<file path="src/common/arat_pkg.sv">
// Constants shared by the converter result and auto-trigger block
package arat_pkg;

  // ----------------------------------------------------------------
  // Register indexes; byte address on the bus is four times the index
  // ----------------------------------------------------------------
  localparam logic [7:0] ARAT_IDX_RESULT_LOW = 8'h78;
  localparam logic [7:0] ARAT_IDX_RESULT_HIGH = 8'h79;
  localparam logic [7:0] ARAT_IDX_CONTROL_A = 8'h7A;
  localparam logic [7:0] ARAT_IDX_CONTROL_B = 8'h7B;
  localparam logic [7:0] ARAT_IDX_CHANNEL_SEL = 8'h7C;
  localparam logic [7:0] ARAT_IDX_DISABLE_HIGH = 8'h7D;
  localparam logic [7:0] ARAT_IDX_DISABLE_LOW = 8'h7E;
  localparam logic [7:0] ARAT_IDX_PORT_READBACK = 8'h80;

  // ----------------------------------------------------------------
  // Field positions
  // ----------------------------------------------------------------
  localparam int ARAT_A_ENABLE_BIT = 7;
  localparam int ARAT_A_START_BIT = 6;
  localparam int ARAT_A_AUTO_BIT = 5;
  localparam int ARAT_A_DONE_BIT = 4;
  localparam int ARAT_B_CMP_MUX_BIT = 6;
  localparam int ARAT_B_CHAN_MSB_BIT = 3;
  localparam int ARAT_SEL_LEFT_ADJ_BIT = 5;
  localparam logic [7:0] ARAT_B_WRITE_MASK = 8'h4F;
  localparam logic [7:0] ARAT_SEL_WRITE_MASK = 8'h3F;

  // ----------------------------------------------------------------
  // Reset values and codes
  // ----------------------------------------------------------------
  localparam logic [7:0] ARAT_RESET_BYTE = 8'h00;
  localparam logic [9:0] ARAT_RESET_RESULT = 10'h000;
  localparam logic [2:0] ARAT_SRC_FREE_RUN = 3'h0;
  localparam logic [4:0] ARAT_CHAN_DIFF_FIRST = 5'h08;
  localparam logic [4:0] ARAT_CHAN_DIFF_LAST = 5'h1D;
  localparam logic [1:0] ARAT_HTRANS_NONSEQ = 2'h2;

endpackage : arat_pkg

</file>
<file path="src/common/arat_trig_if.sv">
// Trigger selection and edge signals between the core and its edge detector
`timescale 1ns/1ps
interface arat_trig_if;
  logic [2:0] source_sel;  // Selected trigger source code
  logic [7:0] flag_levels;  // Flag level per source code, code 0 held low
  logic trig_pulse;  // One-cycle rising edge of the selected level

  modport core (output source_sel, output flag_levels, input trig_pulse);
  modport det (input source_sel, input flag_levels, output trig_pulse);
endinterface : arat_trig_if

</file>
<file path="src/core/arat_core.sv">
// Converter result registers, auto-trigger control and input disables on AHB-Lite
`timescale 1ns/1ps

// Summary of operation
// Finished conversion result lands in result bytes
// Differential channel result becomes two's complement
// Low byte read locks result until high read
// Software reads low byte first, except 8-bit left
// Left adjust selects result byte packing
// Reserved control_b bits written zero, read zero
// Trigger source used only with auto-trigger on
// Auto start on rising edge of flag
// Switch to set source counts as edge
// Switching to free running never triggers
// Trigger source code table, three bits
// No free running on differential channels; free running here restarts on any channel
// Disable bits switch off pin input buffers
// Disabled pins read zero in readback
// Disable unused digital inputs on analog pins
// Done flag set when result updated
// Done flag cleared by one or vector
// Auto-trigger enable bit starts from source
// Enable bit off aborts running conversion
// Edge found by comparing registered selected level
module arat_core
  import arat_pkg::*;
#(
  parameter int PIN_COUNT = 16,
  parameter int RESULT_WIDTH = 10
) (
  input wire logic hclk,
  input wire logic hresetn,
  input wire logic hsel,
  input wire logic [31:0] haddr,
  input wire logic [1:0] htrans,
  input wire logic hwrite,
  input wire logic [2:0] hsize,
  input wire logic [31:0] hwdata,
  input wire logic hready,
  output logic hreadyout,
  output logic [31:0] hrdata,
  output logic hresp,
  input wire logic [6:0] trigger_flags,
  input wire logic [RESULT_WIDTH-1:0] conv_result_in,
  input wire logic conv_finish,
  output logic conv_start,
  output logic conv_abort,
  output logic converter_on,
  output logic conv_done_flag,
  input wire logic vector_ack,
  input wire logic [PIN_COUNT-1:0] pin_levels,
  output logic [PIN_COUNT-1:0] digital_input_off
);

  // ----------------------------------------------------------------
  // Declarations
  // ----------------------------------------------------------------
  arat_trig_if trig ();  // Link to the edge detector

  logic wr_pend_reg;  // Write data phase pending
  logic wr_pend_next;
  logic rd_wait_reg;  // Read wait state
  logic rd_wait_next;
  logic [7:0] idx_reg;  // Index captured in address phase
  logic [7:0] idx_next;
  logic [31:0] hrdata_reg;  // Read data
  logic [31:0] hrdata_next;
  logic enable_reg;  // converter_enable
  logic enable_next;
  logic auto_reg;  // auto_trigger_enable
  logic auto_next;
  logic done_reg;  // conversion_done_flag
  logic done_next;
  logic busy_reg;  // Conversion running
  logic busy_next;
  logic sw_start_reg;  // Software start waiting to be issued
  logic sw_start_next;
  logic fin_d_reg;  // Conversion ended last cycle, free-running restart
  logic fin_d_next;
  logic start_reg;  // Start pulse to the converter
  logic start_next;
  logic abort_reg;  // Abort pulse to the converter
  logic abort_next;
  logic lock_reg;  // Result frozen after low byte read
  logic lock_next;
  logic [RESULT_WIDTH-1:0] result_reg;  // Latest accepted result
  logic [RESULT_WIDTH-1:0] result_next;
  logic [7:0] ctrl_b_reg;  // control_status_b
  logic [7:0] ctrl_b_next;
  logic [7:0] chan_sel_reg;  // channel_select_register
  logic [7:0] chan_sel_next;
  logic [7:0] dis_low_reg;  // input_disable_low
  logic [7:0] dis_low_next;
  logic [7:0] dis_high_reg;  // input_disable_high
  logic [7:0] dis_high_next;

  logic addr_take;  // Valid address phase this cycle
  logic [7:0] wbyte;  // Written byte
  logic [7:0] low_byte;  // Packed low result byte
  logic [7:0] high_byte;  // Packed high result byte
  logic [7:0] ctrl_a_view;  // control_status_a as read
  logic diff_chan;  // Differential channel selected
  logic finish_ok;  // Finish of a running conversion
  logic start_req;  // Some start source asks for a conversion
  logic [PIN_COUNT-1:0] dis_all;  // Both disable registers

  // ----------------------------------------------------------------
  // Trigger edge detector
  // ----------------------------------------------------------------
  // Code 0 holds a constant low level, so choosing free running only
  // ever makes a falling edge and never a trigger
  assign trig.source_sel = ctrl_b_reg[2:0];
  assign trig.flag_levels = {trigger_flags, 1'b0};

  arat_trig_edge u_edge (
    .hclk(hclk),
    .hresetn(hresetn),
    .trig(trig)
  );

  // ----------------------------------------------------------------
  // Helpers
  // ----------------------------------------------------------------
  // Differential codes span the gain and pair rows; bandgap and ground
  // rows at the top of each half stay single ended
  function automatic logic is_diff(input logic [4:0] code);
    is_diff = (code >= ARAT_CHAN_DIFF_FIRST) && (code <= ARAT_CHAN_DIFF_LAST);
  endfunction

  // Converter delivers offset binary; flipping the top bit gives
  // two's complement for signed differential readings
  function automatic logic [RESULT_WIDTH-1:0] encode(input logic [RESULT_WIDTH-1:0] raw,
                                                      input logic signed_mode);
    encode = raw;
    if (signed_mode) begin
      encode[RESULT_WIDTH-1] = ~raw[RESULT_WIDTH-1];
    end
  endfunction

  // ----------------------------------------------------------------
  // Views and pins
  // ----------------------------------------------------------------
  always_comb begin
    addr_take = hsel & hready & (htrans == ARAT_HTRANS_NONSEQ);
    wbyte = hwdata[7:0];
    diff_chan = is_diff(chan_sel_reg[4:0]);
    finish_ok = conv_finish & busy_reg;
    dis_all = {dis_high_reg, dis_low_reg};
    // Packing follows the adjust bit at read time
    if (chan_sel_reg[ARAT_SEL_LEFT_ADJ_BIT]) begin
      high_byte = result_reg[9:2];
      low_byte = {result_reg[1:0], 6'h00};
    end else begin
      high_byte = {6'h00, result_reg[9:8]};
      low_byte = result_reg[7:0];
    end
    ctrl_a_view = 8'h00;
    ctrl_a_view[ARAT_A_ENABLE_BIT] = enable_reg;
    ctrl_a_view[ARAT_A_START_BIT] = busy_reg | sw_start_reg;
    ctrl_a_view[ARAT_A_AUTO_BIT] = auto_reg;
    ctrl_a_view[ARAT_A_DONE_BIT] = done_reg;
  end

  // ----------------------------------------------------------------
  // Bus state and registers, next values
  // ----------------------------------------------------------------
  always_comb begin
    wr_pend_next = 1'b0;
    rd_wait_next = 1'b0;
    idx_next = idx_reg;
    hrdata_next = hrdata_reg;
    enable_next = enable_reg;
    auto_next = auto_reg;
    done_next = done_reg;
    sw_start_next = sw_start_reg;
    lock_next = lock_reg;
    ctrl_b_next = ctrl_b_reg;
    chan_sel_next = chan_sel_reg;
    dis_low_next = dis_low_reg;
    dis_high_next = dis_high_reg;

    // Address phase, only while no wait state is running
    if (addr_take && !rd_wait_reg) begin
      idx_next = haddr[9:2];
      wr_pend_next = hwrite;
      rd_wait_next = ~hwrite;
    end

    // Read data formed one cycle late so a write just before lands first
    if (rd_wait_reg) begin
      hrdata_next = 32'h0000_0000;
      unique case (idx_reg)
        ARAT_IDX_RESULT_LOW: begin
          hrdata_next[7:0] = low_byte;
          lock_next = 1'b1;
        end
        ARAT_IDX_RESULT_HIGH: begin
          hrdata_next[7:0] = high_byte;
          lock_next = 1'b0;
        end
        ARAT_IDX_CONTROL_A: hrdata_next[7:0] = ctrl_a_view;
        ARAT_IDX_CONTROL_B: hrdata_next[7:0] = ctrl_b_reg;
        ARAT_IDX_CHANNEL_SEL: hrdata_next[7:0] = chan_sel_reg;
        ARAT_IDX_DISABLE_HIGH: hrdata_next[7:0] = dis_high_reg;
        ARAT_IDX_DISABLE_LOW: hrdata_next[7:0] = dis_low_reg;
        ARAT_IDX_PORT_READBACK: hrdata_next[PIN_COUNT-1:0] = pin_levels & ~dis_all;
        default: hrdata_next = 32'h0000_0000;  // Unmapped reads zero
      endcase
    end

    // Write data phase; unmapped and read-only indexes are ignored
    if (wr_pend_reg) begin
      unique case (idx_reg)
        ARAT_IDX_CONTROL_A: begin
          enable_next = wbyte[ARAT_A_ENABLE_BIT];
          auto_next = wbyte[ARAT_A_AUTO_BIT];
          if (wbyte[ARAT_A_START_BIT]) begin
            sw_start_next = 1'b1;
          end
          if (wbyte[ARAT_A_DONE_BIT]) begin
            done_next = 1'b0;
          end
        end
        ARAT_IDX_CONTROL_B: ctrl_b_next = wbyte & ARAT_B_WRITE_MASK;
        ARAT_IDX_CHANNEL_SEL: chan_sel_next = wbyte & ARAT_SEL_WRITE_MASK;
        ARAT_IDX_DISABLE_HIGH: dis_high_next = wbyte;
        ARAT_IDX_DISABLE_LOW: dis_low_next = wbyte;
        default: ;
      endcase
    end

    // Vector acknowledge clears too; a finishing conversion beats both
    if (vector_ack) begin
      done_next = 1'b0;
    end
    if (finish_ok) begin
      done_next = 1'b1;
    end
    // Turning off drops any start still waiting
    if (!enable_next || start_reg) begin
      sw_start_next = 1'b0;
    end
  end

  // ----------------------------------------------------------------
  // Conversion control, next values
  // ----------------------------------------------------------------
  // Triggers that arrive while a conversion runs are dropped, as the
  // converter can hold only one conversion at a time
  always_comb begin
    start_req = sw_start_reg;
    if (auto_reg) begin
      start_req = start_req | trig.trig_pulse;
      if (ctrl_b_reg[2:0] == ARAT_SRC_FREE_RUN) begin
        start_req = start_req | fin_d_reg;
      end
    end
    start_next = enable_reg & ~busy_reg & ~start_reg & start_req;
    abort_next = busy_reg & ~enable_reg;
    busy_next = busy_reg;
    if (start_reg) begin
      busy_next = 1'b1;
    end
    if (finish_ok || !enable_reg) begin
      busy_next = 1'b0;
    end
    fin_d_next = finish_ok;
    result_next = result_reg;
    // A locked pair keeps its value; the new result is lost
    if (finish_ok && !lock_reg) begin
      result_next = encode(conv_result_in, diff_chan);
    end
  end

  // ----------------------------------------------------------------
  // Registers
  // ----------------------------------------------------------------
  always_ff @(posedge hclk or negedge hresetn) begin
    if (!hresetn) begin
      wr_pend_reg <= 1'b0;
      rd_wait_reg <= 1'b0;
      idx_reg <= ARAT_RESET_BYTE;
      hrdata_reg <= 32'h0000_0000;
      enable_reg <= 1'b0;
      auto_reg <= 1'b0;
      done_reg <= 1'b0;
      busy_reg <= 1'b0;
      sw_start_reg <= 1'b0;
      fin_d_reg <= 1'b0;
      start_reg <= 1'b0;
      abort_reg <= 1'b0;
      lock_reg <= 1'b0;
      result_reg <= ARAT_RESET_RESULT;
      ctrl_b_reg <= ARAT_RESET_BYTE;
      chan_sel_reg <= ARAT_RESET_BYTE;
      dis_low_reg <= ARAT_RESET_BYTE;
      dis_high_reg <= ARAT_RESET_BYTE;
    end else begin
      wr_pend_reg <= wr_pend_next;
      rd_wait_reg <= rd_wait_next;
      idx_reg <= idx_next;
      hrdata_reg <= hrdata_next;
      enable_reg <= enable_next;
      auto_reg <= auto_next;
      done_reg <= done_next;
      busy_reg <= busy_next;
      sw_start_reg <= sw_start_next;
      fin_d_reg <= fin_d_next;
      start_reg <= start_next;
      abort_reg <= abort_next;
      lock_reg <= lock_next;
      result_reg <= result_next;
      ctrl_b_reg <= ctrl_b_next;
      chan_sel_reg <= chan_sel_next;
      dis_low_reg <= dis_low_next;
      dis_high_reg <= dis_high_next;
    end
  end

  // ----------------------------------------------------------------
  // Outputs
  // ----------------------------------------------------------------
  // Stall only during the read wait state
  assign hreadyout = ~rd_wait_reg;
  assign hrdata = hrdata_reg;
  assign hresp = 1'b0;
  assign conv_start = start_reg;
  assign conv_abort = abort_reg;
  assign converter_on = enable_reg;
  assign conv_done_flag = done_reg;
  assign digital_input_off = dis_all;

endmodule // arat_core

</file>
<file path="src/core/arat_trig_edge.sv">
// Rising edge detector on the selected auto-trigger flag level
`timescale 1ns/1ps
module arat_trig_edge
  import arat_pkg::*;
(
  input wire logic hclk,
  input wire logic hresetn,
  arat_trig_if.det trig
);

  logic level_prev_reg;  // Selected level seen last cycle
  logic level_prev_next;
  logic pulse_reg;  // Registered edge pulse
  logic pulse_next;
  logic sel_level;  // Level of the currently chosen source

  // ----------------------------------------------------------------
  // Edge compare
  // ----------------------------------------------------------------
  // Sampling the muxed level, not each flag, so a source switch from a
  // low flag to a high one looks exactly like a flag edge
  always_comb begin
    sel_level = trig.flag_levels[trig.source_sel];
    level_prev_next = sel_level;
    pulse_next = sel_level & ~level_prev_reg;
  end

  // Registers only
  always_ff @(posedge hclk or negedge hresetn) begin
    if (!hresetn) begin
      level_prev_reg <= 1'b0;
      pulse_reg <= 1'b0;
    end else begin
      level_prev_reg <= level_prev_next;
      pulse_reg <= pulse_next;
    end
  end

  assign trig.trig_pulse = pulse_reg;

endmodule // arat_trig_edge

</file>
<file path="config.mk">
export PLATFORM = sky130hd
export DESIGN_NAME = arat_core
export DESIGN_NICKNAME = d
export VERILOG_FILES = /design/src/common/arat_pkg.sv /design/src/common/arat_trig_if.sv /design/src/core/arat_core.sv /design/src/core/arat_trig_edge.sv
export SDC_FILE = /design/constraint.sdc
export NUM_CORES = 1
export LEC_CHECK = 0
export BUFFER_PORTS_ARGS = -buffer_cell sky130_fd_sc_hd__buf_2
export CORE_MARGIN = 3
export CORE_UTILIZATION = 35
export DETAILED_ROUTE_END_ITERATION = 8
export PLACE_DENSITY = 0.7
export SLEW_MARGIN = 0
export SYNTH_ARGS = -nofsm -noshare
export SYNTH_HDL_FRONTEND = slang
export SYNTH_HIERARCHICAL = 1
export SYNTH_SLANG_ARGS = --single-unit
</file>
<file path="constraint.sdc">
create_clock -name hclk -period 2.7 [get_ports hclk]
set_input_delay 0.135 -clock hclk [delete_from_list [all_inputs] [get_ports hclk]]
set_output_delay 0.135 -clock hclk [all_outputs]
set_load 0.1 [all_outputs]
</file>
After elaboration in Yosys (flattened, before gate mapping)
Cells that the tools add are included.
Widths: inputs -> output; s select.
{ "op_classes": {"magnitude_cmp": 3, "reduce_logical": 26, "n_mux": 25, "n_eq_ne": 9, "bitwise_logic": 20} }
{ "op_table": {"columns": ["op", "n"], "rows": [
  ["$pmux 8 s8", 1],
  ["$eq 8x7->1 const B", 7],
  ["$mux 8", 3],
  ["$mux 1", 19],
  ["$and 16x16->16", 1],
  ["$not 16->16", 1],
  ["$reduce_and 2->1", 6],
  ["$reduce_bool 2->1", 5],
  ["$reduce_bool 3->1", 3],
  ["$and 1x1->1", 8],
  ["$eq 8x8->1 const B", 1],
  ["$not 1->1", 7],
  ["$reduce_and 3->1", 2],
  ["$ge 5x4->1 const B", 1],
  ["$le 5x5->1 const B", 1],
  ["$logic_not 1->1", 4],
  ["$lt 3x4->1 const B", 1],
  ["$bmux 1 s3", 1],
  ["$logic_and 1x1->1", 3],
  ["$logic_not 3->1", 1],
  ["$or 1x1->1", 3],
  ["$eq 2x2->1 const B", 1],
  ["$logic_or 1x1->1", 2],
  ["$pmux 1 s2", 1]
]} }
{ "totals": {"in_bits": 109, "out_inout_bits": 54, "regBits": 74, "word_cells": 103} }

Logic depth before layout (Yosys ltp)
{ "depth": {"ltp_word": 7, "depth_mapped": 7} }

By module
The synthesis kept the hierarchy.
{ "by_module_without_submodules": {"columns": ["module", "area_each_um2", "cells_each", "seq_area_each_um2", "n_inst"], "rows": [
  ["arat_core", 3659.8, 311, 1801.7, 1],
  ["arat_trig_edge", 127.6, 10, 50.0, 1]
]} }

Worst setup path after synthesis
Ideal clock, no wire load.
{ "synth_path": {"kind": "flip-flop to flip-flop", "start": "register rd_wait_reg", "end": "register hrdata_reg[15], in the netlist hrdata[15]", "path_slack_ps": 567, "path_stages_with_launch": 6, "arrival_time_ps": 2008, "cell_sequence": "dfrtp_1 buf_2 clkinv_1 clkbuf_1 nor2_1 a32o_1"} }
{ "synth_rtl": {"columns": ["item", "line_no", "text"], "rows": [
  ["start: declaration", "arat_core.sv:62", "logic rd_wait_reg;"],
  ["start signal: assignment", "arat_core.sv:300", "rd_wait_reg <= rd_wait_next;"],
  ["end signal: assignment", "arat_core.sv:302", "hrdata_reg <= hrdata_next;"],
  ["end: declaration", "arat_core.sv:66", "logic [31:0] hrdata_reg;"]
]} }

Worst setup path after layout
{ "layout_path": {"start": "register rd_wait_reg", "end": "output hreadyout"} }
{ "layout_via": {"elab_chain_cells": 1} }
{ "layout_rtl": {"columns": ["item", "line_no", "text"], "rows": [
  ["$not 1->1", "arat_core.sv:324", "assign hreadyout = ~rd_wait_reg;"],
  ["end: declaration", "arat_core.sv:40", "output logic hreadyout,"]
]} }
No other way between the ends.

==> results.json <==
{
  "fin_area_sq_mm": 0.00462,
  "synth.top_cell.area_share": 0.489,
  "relSlewSlack": 0.517,
  "synth_edf_count": 0,
  "tightest_slew_ns": 0.722,
  "post-place-ws_ns": 0.651,
  "fp-row-count": 37,
  "leakagePower_nw": 2.13,
  "worstPathArrival_ns": 1.99,
  "ant_nets": 0,
  "root_buffer": "clkbuf_8",
  "setup_ws_ns": 0.570,
  "start_util": 0.364,
  "fmax_mhz": 469,
  "reg2reg_from": "idx_reg[0]",
  "finalSetupViolations": 0,
  "cts.sinks": 74,
  "wire_per_inst_microns": 17.8,
  "drv_slew": 0,
  "holdWs_ns": 0.0191,
  "cts.clk_slew.worst_paths_ns": 0.07,
  "syn_avg_cell_area_sq_um": 11.8,
  "ys_seq_area_frac": 0.489,
  "cts_resized": 0,
  "placed_cell_area_sq_mm": 0.00437,
  "tns_ns": 0,
  "post-route-min-period_ns": 2.13,
  "cts_tree": "built",
  "layout.cells.non_filler": 564,
  "insertion_delay_ns": 0.35,
  "place_inst": 545,
  "worstHoldStart": "conv_result_in[0]",
  "period_share": 0.789,
  "startpoint_type": "flip-flop",
  "grt_max_degree": 38,
  "cp-end-kind": "primary output",
  "via_per_inst": 5.36,
  "die_area_sq_mm": 0.0121,
  "grt_usage": 0.171,
  "post_synth_instance_area_sq_mm": 0.00379,
  "path_max_fanout": 19,
  "cap_violations": 0,
  "fp.dieW_microns": 110,
  "synth_top_area_cell": "dfrtp_1",
  "die_h_microns": 110,
  "hpwl_microns": 7400,
  "holdCritPathClass": "input port to flip-flop",
  "gr-total-overflow": 0,
  "grt_pass1_vias": 2848,
  "antenna_found_initial": 0,
  "ioPinCount": 163,
  "synth.area.top_cells": "dfrtp_1, mux2_2, mux2i_1",
  "grt_first_pass_wirelength_microns": 15500,
  "p_per_area_mw_per_mm2": 644,
  "drive_above_1_share": 0.404,
  "synth-main-ff-cell": "dfrtp_1",
  "synth_seq_cells": 74,
  "rsz0062_at_grt": "no",
  "place.gp.congestion": 0.849,
  "coreArea_sq_mm": 0.0104,
  "n_antenna_cell": 0,
  "vdd_drop_max_v": 0.000342,
  "rr_endpoint": "dis_high_reg[5]",
  "synth_cell_types": 56,
  "syn_to_final_growth_pct": 22.1,
  "cts_setup_buffers": 0,
  "layout_commonest_cell": "buf_2",
  "first_pass_iters": 5,
  "worst-r2r-setup-slack_ns": 0.59,
  "r2r_cells": 4,
  "yosys_warnings": 6,
  "fin_nets": 533,
  "routed_wirelength_microns": 10000,
  "clock_path_buffers": 2,
  "cts_hold_buf": 4,
  "outcome": "complete, no violations",
  "h-tree-depth": 3,
  "required_ns": 2.57,
  "drtIter0Drc": 266,
  "min_path_cells": 2,
  "finalHoldViolCount": 0,
  "portBuffers": 94,
  "nFillCells": 972,
  "cts_buffers": 9,
  "synth_cells": 321,
  "final_core_util": 0.444,
  "finClkSkew_ns": 0.00966,
  "largest_reg_flops": 16,
  "async_reset_ff_frac": 1.00,
  "routed-via-count": 3023,
  "power.total_mw": 2.98,
  "drc": 0,
  "worstSetupPathType": "flip-flop to primary output",
  "holdPathEnd": "result_reg[0]",
  "final_cell_mix": "buf_2, dfrtp_1, mux2_2"
}
==> layout make-up <==
class / count / area (sq um) / area share
sequential: 74 / 1850 / 0.400
inverter: 15 / 56.3 / 0.0122
clock inverter: 2 / 60.1 / 0.0130
clock buffer: 13 / 159 / 0.0344
tap: 136 / 170 / 0.0368
timing repair buffer: 107 / 591 / 0.128
multi-input combinational: 217 / 1740 / 0.376
==> how the worst max path moves through the flow <==
stage / from / endpoint / slack (ns) / depth (start not counted)
floorplan: rd_wait_reg / hrdata[15] / 0.57 / 5
global placement: idx_reg[0] / dis_high_reg[5] / 0.67 / 4
detailed placement: idx_reg[0] / dis_high_reg[5] / 0.65 / 4
CTS: rd_wait_reg / hreadyout / 0.58 / 3
global route: rd_wait_reg / hreadyout / 0.48 / 3
finish: rd_wait_reg / hreadyout / 0.57 / 3
==> power by group <==
| part | switching, mW | internal [mW] |
|---|---|---|
| clock | 0.383 | 0.567 |
| sequential | 0.0830 | 1.19 |
| combinational | 0.562 | 0.199 |
==> cells in the mapped netlist (6+ instances only) <==
library cell and number:
a222oi_1 6, mux2i_1 13, o2bb2ai_1 7, buf_4 17
inv_1 14, o21ai_0 13, dfrtp_1 74, nor2_1 8
nand4b_1 7, nor2b_1 10, a32oi_1 6, mux2_2 44
nand2_1 19
==> cell families (layout without fill, tap and decap cells) <==
group	Yosys count	count (layout)	share of synthesized area
other	1	18	0.000990
buffers and inverters	47	137	0.0694
XOR/XNOR	1	1	0.00231
multiplexers	59	59	0.174
AO/OA/AOI/OAI	57	57	0.117
AND/OR/NAND/NOR	82	82	0.148
flip-flops	74	74	0.489
==> critical path: stages, from the launching register on <==
cell and delay [ns]:
dfrtp_1 0.38, buf_4 0.25, clkinv_1 0.52, buf_2 0.50
==> routing by layer <==
layer | track usage | share of wire | up-vias
met5 | 0 | 0 | -
met4 | 0.0410 | 0.010 | 0
met3 | 0.0483 | 0.086 | 12
met2 | 0.265 | 0.47 | 145
met1 | 0.237 | 0.43 | 1494
li1 | - | - | 1372
(Power assumes the default switching activity.)
